### config.mk
export PLATFORM = sky130hd
export DESIGN_NAME = ufi_uart_irq
export DESIGN_NICKNAME = d
export VERILOG_FILES = /design/src/verilog/ufi_pkg.sv /design/src/verilog/ufi_uart_irq.sv
export SDC_FILE = /design/constraint.sdc
export NUM_CORES = 1
export LEC_CHECK = 0
export ABC_AREA = 1
export BUFFER_PORTS_ARGS = -buffer_cell sky130_fd_sc_hd__buf_4
export CAP_MARGIN = 20
export CORE_ASPECT_RATIO = 0.5
export CORE_MARGIN = 5
export CORE_UTILIZATION = 45
export DETAILED_ROUTE_END_ITERATION = 6
export PLACE_DENSITY_LB_ADDON = 0.25
export SYNTH_ARGS = -nofsm -noshare
export SYNTH_HDL_FRONTEND = slang
export SYNTH_SLANG_ARGS = --single-unit
### constraint.sdc
create_clock -name clk -period 2.9 [get_ports clk]
set_input_delay 0.145 -clock clk [delete_from_list [all_inputs] [get_ports clk]]
set_output_delay 0.145 -clock clk [all_outputs]
set_load 0.05 [all_outputs]
### src/verilog/ufi_pkg.sv
package ufi_pkg;

  // ****************************************************************
  // register map: printed indices, byte address is four times index
  // ****************************************************************
  localparam int IDX_RX_TX = 0;
  localparam int IDX_IEN = 1;
  localparam int IDX_IID_FS = 2;
  localparam int IDX_LFC = 3;
  localparam int IDX_LSF = 5;
  localparam int IDX_MIF = 6;
  localparam logic [7:0] OFS_RX_TX = 8'(IDX_RX_TX * 4);
  localparam logic [7:0] OFS_IEN = 8'(IDX_IEN * 4);
  localparam logic [7:0] OFS_IID_FS = 8'(IDX_IID_FS * 4);
  localparam logic [7:0] OFS_LFC = 8'(IDX_LFC * 4);
  localparam logic [7:0] OFS_LSF = 8'(IDX_LSF * 4);
  localparam logic [7:0] OFS_MIF = 8'(IDX_MIF * 4);

  // ****************************************************************
  // field positions and reset values
  // ****************************************************************
  localparam int IEN_RXAV_BIT = 0;
  localparam int IEN_TXE_BIT = 1;
  localparam int IEN_LERR_BIT = 2;
  localparam int IEN_MDM_BIT = 3;
  localparam int FS_ON_BIT = 0;
  localparam int FS_RXCLR_BIT = 1;
  localparam int FS_TXCLR_BIT = 2;
  localparam int FS_TRIG_LSB = 6;
  localparam int LFC_STB_BIT = 2;
  localparam int LFC_PEN_BIT = 3;
  localparam logic [3:0] IEN_RST = 4'h0;
  localparam logic [7:0] LFC_RST = 8'h00;
  localparam logic [1:0] TRIG_RST = 2'b00;

  // ****************************************************************
  // identification codes, bits 3:0
  // ****************************************************************
  localparam logic [3:0] IID_NONE = 4'h1;
  localparam logic [3:0] IID_LINE = 4'h6;
  localparam logic [3:0] IID_RXDATA = 4'h4;
  localparam logic [3:0] IID_TIMEOUT = 4'hC;
  localparam logic [3:0] IID_TX_HOLDING_EMPTY = 4'h2;
  localparam logic [3:0] IID_MODEM = 4'h0;

  // ****************************************************************
  // fifo sizes, trigger levels, timing counts
  // ****************************************************************
  localparam int FIFO_DEPTH = 16;
  localparam int PTR_W = 4;
  localparam int CNT_W = 5;
  localparam logic [CNT_W-1:0] TRIG_LVL0 = 5'h01;
  localparam logic [CNT_W-1:0] TRIG_LVL1 = 5'h04;
  localparam logic [CNT_W-1:0] TRIG_LVL2 = 5'h08;
  localparam logic [CNT_W-1:0] TRIG_LVL3 = 5'h0E;
  localparam int TMR_W = 10;
  localparam int RCLK_PER_HALF_BIT = 8;
  localparam int TIMEOUT_CHARS = 4;
  localparam logic [2:0] STOP_HALVES_ONE = 3'h2;
  localparam logic [2:0] STOP_HALVES_ONE_HALF = 3'h3;
  localparam logic [2:0] STOP_HALVES_TWO = 3'h4;
  localparam logic [3:0] DATA_BITS_MIN = 4'h5;

  // ****************************************************************
  // carriers
  // ****************************************************************
  typedef struct packed {
    logic bi;
    logic fe;
    logic pe;
    logic [7:0] data;
  } ufi_rx_char_type;

  typedef struct packed {
    logic parity_on;
    logic [2:0] stop_halves;
    logic [3:0] data_bits;
  } ufi_fmt_type;

  typedef struct packed {
    logic dcd;
    logic ri;
    logic dsr;
    logic cts;
  } ufi_modem_type;

  localparam ufi_fmt_type FMT_RST = '{parity_on: 1'b0, stop_halves: STOP_HALVES_ONE, data_bits: DATA_BITS_MIN};

endpackage

### src/verilog/ufi_uart_irq.sv
// Register access over AHB-Lite and the register offsets were chosen for this implementation.
`timescale 1ns/1ps
module ufi_uart_irq (
  // clock, reset, enable
  input wire logic clk,
  input wire logic rst,
  input wire logic ce,
  // ahb-lite slave
  input wire logic hsel,
  input wire logic [31:0] haddr,
  input wire logic [1:0] htrans,
  input wire logic hwrite,
  input wire logic [2:0] hsize,
  input wire logic [31:0] hwdata,
  input wire logic hready,
  output logic [31:0] hrdata,
  output logic hreadyout,
  output logic hresp,
  // receiver side
  input wire logic rx_push,
  input wire ufi_pkg::ufi_rx_char_type rx_char,
  // transmitter side
  input wire logic tx_pop,
  input wire logic tx_shift_busy,
  output logic tx_avail,
  output logic [7:0] tx_data,
  // pins
  input wire logic rclk,
  input wire ufi_pkg::ufi_modem_type modem_in,
  // status
  output logic irq_output,
  output ufi_pkg::ufi_fmt_type line_fmt,
  output logic fifo_on
);
  import ufi_pkg::*;

  // ****************************************************************
  // decode helpers
  // ****************************************************************
  // line format decode: word length, parity, stop count
  function automatic ufi_fmt_type fmt_of(input logic [7:0] lfc);
    ufi_fmt_type f;
    f.data_bits = DATA_BITS_MIN + {2'b00, lfc[1:0]};
    f.parity_on = lfc[LFC_PEN_BIT];
    if (!lfc[LFC_STB_BIT]) begin
      f.stop_halves = STOP_HALVES_ONE;
    end else if (lfc[1:0] == 2'b00) begin
      f.stop_halves = STOP_HALVES_ONE_HALF;
    end else begin
      f.stop_halves = STOP_HALVES_TWO;
    end
    return f;
  endfunction

  // character length in half bits: start, data, parity, all stops
  function automatic logic [TMR_W-1:0] char_halves(input ufi_fmt_type f);
    logic [TMR_W-1:0] h;
    h = TMR_W'({f.data_bits, 1'b0}) + TMR_W'({f.parity_on, 1'b0}) + TMR_W'(2);
    return h + TMR_W'(f.stop_halves);
  endfunction

  // ****************************************************************
  // ahb-lite slave: one wait state, access done in first data cycle
  // ****************************************************************
  logic pend_q;
  logic wr_q;
  logic [7:0] addr_q;
  logic [31:0] hrdata_q;
  logic [7:0] rd_val;

  wire take = hsel & htrans[1] & hready;
  wire rd_acc = pend_q & ~wr_q;
  wire wr_acc = pend_q & wr_q;
  wire [7:0] wdat = hwdata[7:0];
  wire rd_rbr = rd_acc & (addr_q == OFS_RX_TX);
  wire wr_thr = wr_acc & (addr_q == OFS_RX_TX);
  wire wr_ien = wr_acc & (addr_q == OFS_IEN);
  wire rd_iir = rd_acc & (addr_q == OFS_IID_FS);
  wire wr_fs = wr_acc & (addr_q == OFS_IID_FS);
  wire wr_lfc = wr_acc & (addr_q == OFS_LFC);
  wire rd_lsf = rd_acc & (addr_q == OFS_LSF);
  wire rd_mif = rd_acc & (addr_q == OFS_MIF);

  // hready low while the access is executed, so data is always a flop
  assign hreadyout = ~pend_q;
  assign hresp = 1'b0;
  assign hrdata = hrdata_q;

  // address phase capture; only byte address bits decode
  always_ff @(posedge clk or posedge rst) begin
    if (rst) begin
      pend_q <= 1'b0;
      wr_q <= 1'b0;
      addr_q <= 8'h00;
    end else if (ce) begin
      pend_q <= take;
      if (take) begin
        wr_q <= hwrite;
        addr_q <= haddr[7:0];
      end
    end
  end

  // read data latch; unmapped offsets read zero
  always_ff @(posedge clk or posedge rst) begin
    if (rst) begin
      hrdata_q <= 32'h0000_0000;
    end else if (ce && rd_acc) begin
      hrdata_q <= {24'h00_0000, rd_val};
    end
  end

  // ****************************************************************
  // control registers
  // ****************************************************************
  logic [3:0] ien_q;
  logic [7:0] lfc_q;
  ufi_fmt_type fmt_q;
  logic fifo_on_q;
  logic [1:0] trig_q;

  wire fs_toggle = wr_fs & (wdat[FS_ON_BIT] != fifo_on_q);
  wire rx_flush = fs_toggle | (wr_fs & wdat[FS_ON_BIT] & wdat[FS_RXCLR_BIT]);
  wire tx_flush = fs_toggle | (wr_fs & wdat[FS_ON_BIT] & wdat[FS_TXCLR_BIT]);
  wire ien_txe_rise = wr_ien & wdat[IEN_TXE_BIT] & ~ien_q[IEN_TXE_BIT];

  // other fifo setup bits only take while the enable bit is written set
  always_ff @(posedge clk or posedge rst) begin
    if (rst) begin
      ien_q <= IEN_RST;
      lfc_q <= LFC_RST;
      fmt_q <= FMT_RST;
      fifo_on_q <= 1'b0;
      trig_q <= TRIG_RST;
    end else if (ce) begin
      if (wr_ien) begin
        ien_q <= wdat[3:0];
      end
      if (wr_lfc) begin
        lfc_q <= wdat;
        fmt_q <= fmt_of(wdat);
      end
      if (wr_fs) begin
        fifo_on_q <= wdat[FS_ON_BIT];
      end
      if (wr_fs && wdat[FS_ON_BIT]) begin
        trig_q <= wdat[FS_TRIG_LSB +: 2];
      end
    end
  end

  assign line_fmt = fmt_q;
  assign fifo_on = fifo_on_q;

  // ****************************************************************
  // pin synchronisers and receiver clock edge
  // ****************************************************************
  logic rclk_s1_q;
  logic rclk_s2_q;
  logic rclk_s3_q;
  ufi_modem_type mdm_s1_q;
  ufi_modem_type mdm_s2_q;
  ufi_modem_type mdm_prev_q;

  wire rtick = rclk_s2_q & ~rclk_s3_q;

  always_ff @(posedge clk or posedge rst) begin
    if (rst) begin
      rclk_s1_q <= 1'b0;
      rclk_s2_q <= 1'b0;
      rclk_s3_q <= 1'b0;
      mdm_s1_q <= 4'h0;
      mdm_s2_q <= 4'h0;
      mdm_prev_q <= 4'h0;
    end else if (ce) begin
      rclk_s1_q <= rclk;
      rclk_s2_q <= rclk_s1_q;
      rclk_s3_q <= rclk_s2_q;
      mdm_s1_q <= modem_in;
      mdm_s2_q <= mdm_s1_q;
      mdm_prev_q <= mdm_s2_q;
    end
  end

  // ****************************************************************
  // receive fifo (depth one in character mode)
  // ****************************************************************
  ufi_rx_char_type rx_mem [FIFO_DEPTH];
  logic [PTR_W-1:0] rx_rd_q;
  logic [PTR_W-1:0] rx_wr_q;
  logic [CNT_W-1:0] rx_cnt_q;
  logic top_seen_q;
  logic oe_q;
  logic [FIFO_DEPTH-1:0] slot_err;

  wire [CNT_W-1:0] cap = fifo_on_q ? CNT_W'(FIFO_DEPTH) : CNT_W'(1);
  wire rx_any = rx_cnt_q != '0;
  wire rx_full = rx_cnt_q == cap;
  wire rx_pop = rd_rbr & rx_any;
  // full fifo drops the new character and flags overrun, unless a read pops one in the same cycle
  wire rx_put = rx_push & (~rx_full | rx_pop);
  wire rx_ovr = rx_push & rx_full & ~rx_pop;
  ufi_rx_char_type rx_top;
  assign rx_top = rx_mem[rx_rd_q];

  // pointers and fill count
  always_ff @(posedge clk or posedge rst) begin
    if (rst) begin
      rx_rd_q <= '0;
      rx_wr_q <= '0;
      rx_cnt_q <= '0;
    end else if (ce) begin
      if (rx_flush) begin
        rx_rd_q <= '0;
        rx_wr_q <= '0;
        rx_cnt_q <= '0;
      end else begin
        rx_wr_q <= rx_wr_q + PTR_W'(rx_put);
        rx_rd_q <= rx_rd_q + PTR_W'(rx_pop);
        rx_cnt_q <= rx_cnt_q + CNT_W'(rx_put) - CNT_W'(rx_pop);
      end
    end
  end

  // storage, no reset: slot errors only count while valid, an empty data read returns old contents
  always_ff @(posedge clk) begin
    if (ce && rx_put) begin
      rx_mem[rx_wr_q] <= rx_char;
    end
  end

  for (genvar i = 0; i < FIFO_DEPTH; i++) begin : g_err
    wire [PTR_W-1:0] age = PTR_W'(i) - rx_rd_q;
    assign slot_err[i] = ({1'b0, age} < rx_cnt_q) & (rx_mem[i].pe | rx_mem[i].fe | rx_mem[i].bi);
  end

  // line state read clears overrun and hides top errors; set wins
  always_ff @(posedge clk or posedge rst) begin
    if (rst) begin
      oe_q <= 1'b0;
      top_seen_q <= 1'b0;
    end else if (ce) begin
      if (rx_ovr) begin
        oe_q <= 1'b1;
      end else if (rd_lsf) begin
        oe_q <= 1'b0;
      end
      if (rx_pop || rx_flush) begin
        top_seen_q <= 1'b0;
      end else if (rd_lsf) begin
        top_seen_q <= 1'b1;
      end
    end
  end

  // errors travel with the character at the head
  wire [2:0] top_errs = (rx_any & ~top_seen_q) ? {rx_top.bi, rx_top.fe, rx_top.pe} : 3'b000;

  // ****************************************************************
  // transmit fifo
  // ****************************************************************
  logic [7:0] tx_mem [FIFO_DEPTH];
  logic [PTR_W-1:0] tx_rd_q;
  logic [PTR_W-1:0] tx_wr_q;
  logic [CNT_W-1:0] tx_cnt_q;

  wire tx_empty = tx_cnt_q == '0;
  // writes to a full fifo are dropped
  wire tx_put = wr_thr & (tx_cnt_q != cap);
  wire tx_take = tx_pop & ~tx_empty;
  assign tx_avail = ~tx_empty;
  assign tx_data = tx_mem[tx_rd_q];

  always_ff @(posedge clk or posedge rst) begin
    if (rst) begin
      tx_rd_q <= '0;
      tx_wr_q <= '0;
      tx_cnt_q <= '0;
    end else if (ce) begin
      if (tx_flush) begin
        tx_rd_q <= '0;
        tx_wr_q <= '0;
        tx_cnt_q <= '0;
      end else begin
        tx_wr_q <= tx_wr_q + PTR_W'(tx_put);
        tx_rd_q <= tx_rd_q + PTR_W'(tx_take);
        tx_cnt_q <= tx_cnt_q + CNT_W'(tx_put) - CNT_W'(tx_take);
      end
    end
  end

  always_ff @(posedge clk) begin
    if (ce && tx_put) begin
      tx_mem[tx_wr_q] <= wdat;
    end
  end

  // ****************************************************************
  // receive data and timeout sources
  // ****************************************************************
  logic [TMR_W-1:0] to_cnt_q;
  logic to_pend_q;

  wire [CNT_W-1:0] trig_lvl = (trig_q == 2'b00) ? TRIG_LVL0 : (trig_q == 2'b01) ? TRIG_LVL1 :
                              (trig_q == 2'b10) ? TRIG_LVL2 : TRIG_LVL3;
  // fill at or above trigger, character mode on any data
  wire rda_src = fifo_on_q ? (rx_cnt_q >= trig_lvl) : rx_any;
  wire rda_int = ien_q[IEN_RXAV_BIT] & rda_src;
  // timer idles in polled or character mode
  wire to_arm = fifo_on_q & ien_q[IEN_RXAV_BIT];
  // four character times incl. second stop bit
  wire [TMR_W-1:0] to_limit = TMR_W'(TIMEOUT_CHARS * RCLK_PER_HALF_BIT) * char_halves(fmt_q);
  // restart on arrival only while nothing pending
  wire to_restart = rx_pop | (rx_put & ~to_pend_q) | rx_flush | ~rx_any | ~to_arm;

  // timer advances on receiver clock edges
  always_ff @(posedge clk or posedge rst) begin
    if (rst) begin
      to_cnt_q <= '0;
    end else if (ce) begin
      if (to_restart) begin
        to_cnt_q <= '0;
      end else if (rtick && to_cnt_q != to_limit) begin
        to_cnt_q <= to_cnt_q + TMR_W'(1);
      end
    end
  end

  // single receive read clears pending timeout
  always_ff @(posedge clk or posedge rst) begin
    if (rst) begin
      to_pend_q <= 1'b0;
    end else if (ce) begin
      if (rx_pop || rx_flush || !to_arm) begin
        to_pend_q <= 1'b0;
      end else if (to_cnt_q == to_limit && rx_any) begin
        to_pend_q <= 1'b1;
      end
    end
  end

  // ****************************************************************
  // transmit empty source
  // ****************************************************************
  logic tx_holding_empty_q;
  logic two_q;
  logic first_q;
  logic empty_prev_q;
  logic dly_on_q;
  logic [TMR_W-1:0] dly_cnt_q;
  logic [3:0] iid;

  wire empty_rise = tx_empty & ~empty_prev_q;
  // delay in fifo mode unless two bytes were held or first after toggle
  wire need_dly = fifo_on_q & ~two_q & ~first_q;
  wire [TMR_W-1:0] dly_limit = TMR_W'(RCLK_PER_HALF_BIT) * (char_halves(fmt_q) - TMR_W'(2));
  wire dly_done = dly_on_q & rtick & (dly_cnt_q == dly_limit);
  wire tx_holding_empty_now = tx_empty & ((empty_rise & ~need_dly) | dly_done | ien_txe_rise | first_q);

  // delay timer and history of the fifo fill
  always_ff @(posedge clk or posedge rst) begin
    if (rst) begin
      empty_prev_q <= 1'b1;
      dly_on_q <= 1'b0;
      dly_cnt_q <= '0;
      two_q <= 1'b0;
      first_q <= 1'b0;
    end else if (ce) begin
      empty_prev_q <= tx_empty;
      if (empty_rise && need_dly) begin
        dly_on_q <= 1'b1;
        dly_cnt_q <= '0;
      end else if (dly_done || !tx_empty) begin
        dly_on_q <= 1'b0;
      end else if (dly_on_q && rtick) begin
        dly_cnt_q <= dly_cnt_q + TMR_W'(1);
      end
      if (tx_cnt_q >= CNT_W'(2)) begin
        two_q <= 1'b1;
      end else if (tx_holding_empty_now) begin
        two_q <= 1'b0;
      end
      if (fs_toggle) begin
        first_q <= 1'b1;
      end else if (tx_holding_empty_now) begin
        first_q <= 1'b0;
      end
    end
  end

  // cleared by holding write or identification read; set wins
  always_ff @(posedge clk or posedge rst) begin
    if (rst) begin
      tx_holding_empty_q <= 1'b0;
    end else if (ce) begin
      if (tx_holding_empty_now) begin
        tx_holding_empty_q <= 1'b1;
      end else if (wr_thr || (rd_iir && iid == IID_TX_HOLDING_EMPTY) || !tx_empty) begin
        tx_holding_empty_q <= 1'b0;
      end
    end
  end

  // ****************************************************************
  // modem deltas
  // ****************************************************************
  logic [3:0] delta_q;
  // cts, dsr, ring trailing edge, carrier changes
  wire [3:0] m_chg = {mdm_s2_q.dcd ^ mdm_prev_q.dcd, mdm_prev_q.ri & ~mdm_s2_q.ri,
                      mdm_s2_q.dsr ^ mdm_prev_q.dsr, mdm_s2_q.cts ^ mdm_prev_q.cts};

  // modem read clears, a change in the same cycle survives
  always_ff @(posedge clk or posedge rst) begin
    if (rst) begin
      delta_q <= 4'h0;
    end else if (ce) begin
      delta_q <= m_chg | (delta_q & ~{4{rd_mif}});
    end
  end

  // ****************************************************************
  // prioritisation and read values
  // ****************************************************************
  // enables gate each source
  // overrun or an unseen error on the head character raises line status
  wire ls_int = ien_q[IEN_LERR_BIT] & (oe_q | (|top_errs));
  wire tx_holding_empty_int = ien_q[IEN_TXE_BIT] & tx_holding_empty_q;
  wire ms_int = ien_q[IEN_MDM_BIT] & (|delta_q);
  // pending timeout hidden at once when its enable drops, not a cycle late
  wire to_int = to_pend_q & to_arm;

  assign iid = ls_int ? IID_LINE : rda_int ? IID_RXDATA : to_int ? IID_TIMEOUT :
               tx_holding_empty_int ? IID_TX_HOLDING_EMPTY : ms_int ? IID_MODEM : IID_NONE;
  assign irq_output = ls_int | rda_int | to_int | tx_holding_empty_int | ms_int;

  wire [7:0] lsf_val = {fifo_on_q & (|slot_err), tx_empty & ~tx_shift_busy, tx_empty, top_errs, oe_q, rx_any};

  // register read mux; identification layout
  always_comb begin
    case (addr_q)
      OFS_RX_TX: rd_val = rx_top.data;
      OFS_IEN: rd_val = {4'h0, ien_q};
      OFS_IID_FS: rd_val = {fifo_on_q, fifo_on_q, 2'b00, iid};
      OFS_LFC: rd_val = lfc_q;
      OFS_LSF: rd_val = lsf_val;
      OFS_MIF: rd_val = {mdm_s2_q, delta_q};
      default: rd_val = 8'h00;
    endcase
  end

endmodule
# Yosys cells after proc, flatten, opt, wreduce, memory -nomap -nowiden
# Memory sizes are Yosys's and may differ from the RTL's.
# Cells that the tools add are included.
# totals
reg_bits	114
latch_bits	0
ram_bits	304
romBits	0
out_inout_bits	53
wordCells	327
memories	2
# mem_list
memory	words	width	read_ports	rd_clocked_by_memory_dff	wr	line	rtl
rx_mem	16	11	17	0	1	ufi_uart_irq.sv:188	ufi_rx_char_type rx_mem [FIFO_DEPTH];
tx_mem	16	8	1	0	1	ufi_uart_irq.sv:262	logic [7:0] tx_mem [FIFO_DEPTH];
# op_classes
add_sub_neg	31
multipliers	0
n_div	0
n_lt_le_gt_ge	18
eq_ne	15
shifts	0
mux	42
bitwise_logic	129
n_reduce_logical	47
# ops
op	n
less-than comparator 4 x 5 -> 1 bit	16
bitwise AND 1 bit	59
2-to-1 mux 10 bit	5
case mux 8 bit (6 select lines)	1
bitwise OR 1 bit	47
2-to-1 mux 4 bit	9
subtractor 4 bit (first input constant)	8
AND reduction 2 bit	13
adder 10 x 1 -> 10 bit (second input constant)	2
== test 10 bit	2
2-to-1 mux 1 bit	19
nonzero test 2 bit	9
NOT 1 bit	17
adder 4 x 1 -> 4 bit	4
== test 8 x 4 -> 1 bit (second input constant)	2
== test 8 x 5 -> 1 bit (second input constant)	2
OR reduction 16 bit	1
subtractor 3 x 4 -> 4 bit (first input constant)	4
2-to-1 mux 5 bit	3
2-to-1 mux 3 bit	4
adder 5 x 1 -> 5 bit	2
!= test 10 bit	1
subtractor 5 x 1 -> 5 bit	2
logical AND 1 bit	9
other kinds (31)	41

# Depth between registers and ports, before layout
# depth
word_depth	15
mapped_depth	22

# Least setup slack after synthesis
# Ideal clock, no wire load.
# synth_path
kind	register to register
start	register rx_cnt_q[3]
end	register rx_cnt_q[4]
setup_ns	0.134
arrival_time_ns	2.930
required_ns	2.766
slack_ns	-0.164
stages_incl_launch_ff	18
path_buffers	0
synth_period_minus_slack_ns	3.064
path_cell_list	dfrtp_1 > inv_1 > ha_1 > nand2_1 > nor3_2 > inv_1 > nand3_2 > nand2_2 > nand2_2 > ha_1 > inv_1 > ha_1 > inv_1 > fa_1 > o21ai_0 > a21oi_1 > xor2_1 > o22ai_1
# synth_between
elab_chain_cells	7
# synth_rtl
item	line	rtl
start, declared	ufi_uart_irq.sv:191	logic [CNT_W-1:0] rx_cnt_q;
start signal, assigned	ufi_uart_irq.sv:220	rx_cnt_q <= rx_cnt_q + CNT_W'(rx_put) - CNT_W'(rx_pop);
nonzero test 5 bit or == test 5 bit (tied branches)	ufi_uart_irq.sv:197, ufi_uart_irq.sv:198	
bitwise AND 1 bit or NOT 1 bit (tied branches)	ufi_uart_irq.sv:199, ufi_uart_irq.sv:201	
bitwise OR 1 bit	ufi_uart_irq.sv:201	wire rx_put = rx_push & (~rx_full | rx_pop);
bitwise AND 1 bit	ufi_uart_irq.sv:201	
adder 5 x 1 -> 5 bit	ufi_uart_irq.sv:220	
subtractor 5 x 1 -> 5 bit (*)	ufi_uart_irq.sv:220	
2-to-1 mux 5 bit (*)	ufi_uart_irq.sv:213	if (rx_flush) begin
# Every way passes the cells marked *; elsewhere a longest branch is shown, timed or not.
# A chain may end at the register's enable or synchronous reset.

# Worst setup path after layout
# layout_path
start	register addr_q[0]
end	register tx_cnt_q[4]
# layout_between
elab_chain_cells	6
# layout_rtl
item	line	rtl
start, declared	ufi_uart_irq.sv:67	logic [7:0] addr_q;
start signal, assigned	ufi_uart_irq.sv:99	addr_q <= haddr[7:0];
zero test 8 bit or == test 8 x 4 -> 1 bit (tied branches)	ufi_uart_irq.sv:76, ufi_uart_irq.sv:79	
bitwise AND 1 bit (on tied branches)	ufi_uart_irq.sv:76, ufi_uart_irq.sv:79	
bitwise AND 1 bit (on tied branches)	ufi_uart_irq.sv:269, ufi_uart_irq.sv:124	
adder 5 x 1 -> 5 bit or bitwise AND 1 bit (tied branches)	ufi_uart_irq.sv:287, ufi_uart_irq.sv:124	
subtractor 5 x 1 -> 5 bit or bitwise OR 1 bit (tied branches)	ufi_uart_irq.sv:287, ufi_uart_irq.sv:124	
2-to-1 mux 5 bit (*)	ufi_uart_irq.sv:280	if (tx_flush) begin
end signal, assigned	ufi_uart_irq.sv:287	tx_cnt_q <= tx_cnt_q + CNT_W'(tx_put) - CNT_W'(tx_take);
end, declared	ufi_uart_irq.sv:265	logic [CNT_W-1:0] tx_cnt_q;
# Marked as above.

==> reports/qor.json <==
{
  "outcome": {
    "result_of_the_run": "finished clean"
  },
  "logic_synthesis": {
    "netlist_instances": 2024,
    "synth_ff_type": "sky130_fd_sc_hd__edfxtp_1",
    "yosys-top-cells-area": "sky130_fd_sc_hd__edfxtp_1 45%, sky130_fd_sc_hd__dfrtp_1 14%, sky130_fd_sc_hd__nand2_1 7.6%, sky130_fd_sc_hd__ha_1 4.7%, sky130_fd_sc_hd__o21ai_0 4.6%",
    "ys.warnings.count": 0,
    "synth-seq-area-share_pct": 59.45,
    "ys_seq_elements": 417,
    "synth_area_per_cell_sq_um": 9.941,
    "synth.top_cell.area_share_pct": 45.37,
    "synthDistinctLibCells": 54,
    "synth.cell_area_sq_um": 20120,
    "synth_area_leader_cell": "sky130_fd_sc_hd__edfxtp_1",
    "synth-edff-count": 304,
    "async_reset_ff_share_pct": 27.10
  },
  "timing": {
    "report.final.hold_viol_count": 0,
    "slew_viol_final": 0,
    "hold_slack_ns": 0.1133,
    "slew-limit-headroom_pct": 52.20,
    "setup_viol": 0,
    "slew_worst_pin_ns": 0.7155,
    "fmax_mhz": 348.9,
    "finalCritPeriodShare_pct": 98.84,
    "finalWorstSetupSlack_ns": 0.03351,
    "rsz0062_at_grt": "true",
    "finClkSkew_ns": 0.01673,
    "final_period_minus_worst_setup_slack_ns": 2.866
  },
  "detailed_routing": {
    "vias": 15030,
    "drt-wirelength-per-cell_microns": 18.02,
    "post-route-drc-count": 0,
    "ant_nets": 0,
    "dr.pass1.iters": 5,
    "drtIter0Drc": 1380,
    "post_drt_via_cell_ratio": 5.294,
    "routed_wl_mm": 51.15
  },
  "final_layout": {
    "areaGrowthSynthToFinish_pct": 18.56,
    "num_antenna_cells": 0,
    "final_core_util_pct": 54.40,
    "nNetsFinal": 2394,
    "layout-drive-gt1-share_pct": 15.10,
    "finalInstanceArea_sq_um": 23860
  },
  "placed_design": {
    "placed_cell_area_sq_um": 21820,
    "gp_congestion": 0.9011,
    "post-place-ws_ns": -0.06335,
    "io_buffer_count": 69,
    "dp_hpwl_mm": 33.36
  },
  "global_route": {
    "grt_start_max_net_pins": 66,
    "grt_antenna_before_repair": 0,
    "grt_pass1_wl_mm": 80.15,
    "globalRoute.totalOverflow": 0,
    "track_usage_pct": 20.39,
    "vias_in_the_first_global_route": 14180
  },
  "floorplan": {
    "rows": 54,
    "floorplan.initialDensity_pct": 45.89,
    "die_h_microns": 159.5,
    "placeableCoreArea_sq_um": 43850,
    "horizontal_die_dimension_microns": 309.0,
    "pin_count": 147,
    "design.die.area_sq_um": 49300
  },
  "setup_path": {
    "criticalPathCategory": "reg2reg",
    "crit_buf_inv": 5,
    "crit_fanout": 2,
    "worstPathArrival_ns": 3.26,
    "worstSetupStartpointType": "flop",
    "critical_path_required_ns": 3.30,
    "critical_path.most_common_cell": "sky130_fd_sc_hd__inv_2",
    "setup.worst_path.end_class": "flop",
    "slowest_stage": "sky130_fd_sc_hd__dfrtp_1",
    "critPathTopFamily": "adder cells",
    "critical_path_cell_sequence": "nor2_2 -> inv_2 -> nor4_4 -> inv_2 -> nor2_4 -> inv_2 -> a31oi_4 -> inv_2 -> ha_4 -> inv_2 -> ha_4 -> fa_2 -> a21oi_2 -> nor2_1 -> nor2_1 -> xnor2_1 -> o22ai_1",
    "critical_path.max_stage_delay_ns": 0.39
  },
  "worst_hold_path": {
    "hold_path.class": "in2reg"
  },
  "cts": {
    "clkSlewWorstSetupHoldPaths_ns": 0.06,
    "cts_made_buffers": 39,
    "clock_tree.htree_level_count": 2,
    "cts_sinks": 417,
    "cts-root-buf": "sky130_fd_sc_hd__clkbuf_16",
    "worst_skew_pair.late_latency_ns": 0.54,
    "tritoncts": "yes",
    "cts-root-to-sink-buffers": 3
  },
  "power_and_ir_drop": {
    "design_power_total_mw": 17.93,
    "power.static_leakage_nw": 9.938,
    "vdd.ir_drop.worst_v": 0.0004663,
    "power_per_cell_area_nw_per_um2": 751.5
  },
  "run": {
    "maxCapViolations": 0
  }
}
[report_power, final]
part           internal, mW  switching (mW)
sequential             6.76           0.272
combinational          2.12            3.88
clock                  2.66            2.23
[through the flow]
stage | cells | setup TNS (ns)
6_report | 2839 | 0
5_1_grt | 2839 | -0.3964
4_1_cts | 2824 | -0.01153
3_5_place_dp | 2711 | -0.06335
3_3_place_gp | 2711 | -0.02157
2_1_floorplan | 2048 | 0
[layout by cell type (no fill, tap or decap), types with 9 or more instances in the layout]
cell type                         n
sky130_fd_sc_hd__edfxtp_1       304
sky130_fd_sc_hd__a21oi_1         62
sky130_fd_sc_hd__clkbuf_16       41
sky130_fd_sc_hd__buf_4          187
sky130_fd_sc_hd__dlygate4sd3_1   37
sky130_fd_sc_hd__nand3_1         90
sky130_fd_sc_hd__clkbuf_1         9
sky130_fd_sc_hd__o22ai_1         54
sky130_fd_sc_hd__inv_1          199
sky130_fd_sc_hd__a221oi_1        15
sky130_fd_sc_hd__o21ai_0        181
sky130_fd_sc_hd__o21ai_1         11
sky130_fd_sc_hd__nor3_1          22
sky130_fd_sc_hd__nand2_1        399
sky130_fd_sc_hd__dfrtp_1        104
sky130_fd_sc_hd__xor2_1          26
sky130_fd_sc_hd__nor2_1         210
sky130_fd_sc_hd__nand4_1         39
sky130_fd_sc_hd__nand2_2         15
sky130_fd_sc_hd__inv_2           15
sky130_fd_sc_hd__ha_1            68
sky130_fd_sc_hd__conb_1          25
[synth_stat cells (4+ instances only)]
cell type and n:
sky130_fd_sc_hd__o21ai_1 10, sky130_fd_sc_hd__xor2_1 26, sky130_fd_sc_hd__nor3_1 23, sky130_fd_sc_hd__nand3_1 91, sky130_fd_sc_hd__edfxtp_1 304, sky130_fd_sc_hd__a21o_1 4
sky130_fd_sc_hd__nand2_1 408, sky130_fd_sc_hd__inv_1 210, sky130_fd_sc_hd__dfrtp_1 109, sky130_fd_sc_hd__a22o_1 4, sky130_fd_sc_hd__a21oi_1 65, sky130_fd_sc_hd__inv_2 8
sky130_fd_sc_hd__xnor2_1 8, sky130_fd_sc_hd__ha_1 76, sky130_fd_sc_hd__dfstp_2 4, sky130_fd_sc_hd__o221ai_1 5, sky130_fd_sc_hd__nor4_1 4, sky130_fd_sc_hd__o21bai_1 5
sky130_fd_sc_hd__o22ai_1 54, sky130_fd_sc_hd__clkbuf_1 50, sky130_fd_sc_hd__nand2_4 4, sky130_fd_sc_hd__buf_2 19, sky130_fd_sc_hd__o21ai_0 183, sky130_fd_sc_hd__a22oi_1 5
sky130_fd_sc_hd__buf_4 28, sky130_fd_sc_hd__nor2_1 215, sky130_fd_sc_hd__nand4_1 39, sky130_fd_sc_hd__a221oi_1 15, sky130_fd_sc_hd__nand2_2 7
[sequential cells by signal (all words and copies together), names as in the netlist, 2 cells and up]
signal / cells
dly_cnt_q: 10
rx_mem: 176
tx_wr_q: 4
mdm_s2_q: 4
rx_wr_q: 4
line_fmt: 7
mdm_prev_q: 4
mdm_s1_q: 4
addr_q: 8
hrdata: 8
ien_q: 4
tx_cnt_q: 5
tx_rd_q: 4
delta_q: 4
to_cnt_q: 10
trig_q: 2
rx_rd_q: 4
lfc_q: 8
tx_mem: 128
rx_cnt_q: 5
[final cells by class]
type | instances | area [sq um]
inverter | 220 | 845.8
sequential | 417 | 11970
clock buffer | 53 | 1095
multi-input combinational | 1310 | 7122
fill | 3793 | 19990
tap | 588 | 735.7
timing repair buffer | 234 | 1992
clock inverter | 17 | 97.59
[per-layer routing]
| layer | track usage (%) | part of all wire (%) | wire length, microns |
|---|---|---|---|
| met1 | 28.31 | 44 | 22750 |
| met2 | 34.11 | 48 | 24560 |
| met4 | 4.493 | 1.9 | 973 |
| met3 | 3.310 | 5.6 | 2863 |
| met5 | 0 | 0 | 0 |
[path summary, 6_finish.rpt]
kind                       cells past startpoint            to           from  slack, ns
max                                           17   tx_cnt_q[4]      addr_q[0]       0.03
min                                            6     hrdata[6]  tx_shift_busy       0.11
max reg2reg                                   17   tx_cnt_q[4]      addr_q[0]       0.03
min reg2reg                                    2   mdm_s1_q[0]    mdm_s1_q[0]       0.47
max in group asynchronous                      4  empty_prev_q            rst       1.88
min in group asynchronous                      3   to_cnt_q[1]            rst       0.28
[what timing repair did]
action,in CTS,in global routing
hold buffers,37,0
cloned,3,0
pin swaps,6,24
endpoints found under the hold margin,348,0
gates resized for setup,18,43
setup endpoints to repair,9,76
buffers inserted,3,15
[tightest hold or removal path, delay by kind of cell]
family	cells	cell delay, ns
simple gates	3	0.16
buf+inv	1	0.08
compound gates	2	0.22
[cell families (layout without fill, tap and decap cells)]
kind of cell / Yosys count / in the layout / share of synthesized area (%)
DFF: 417 / 417 / 59.45
other: 1 / 25 / 0.01864
muxes: 1 / 1 / 0.05596
buffers and inverters: 321 / 524 / 6.728
adders and majority gates: 78 / 78 / 4.925
AOI/OAI and AO/OA: 366 / 366 / 10.33
and+or+nand+nor: 806 / 806 / 17.01
xor gates and xnor gates: 34 / 34 / 1.480
Note: power is estimated with default switching activity, not from simulation.
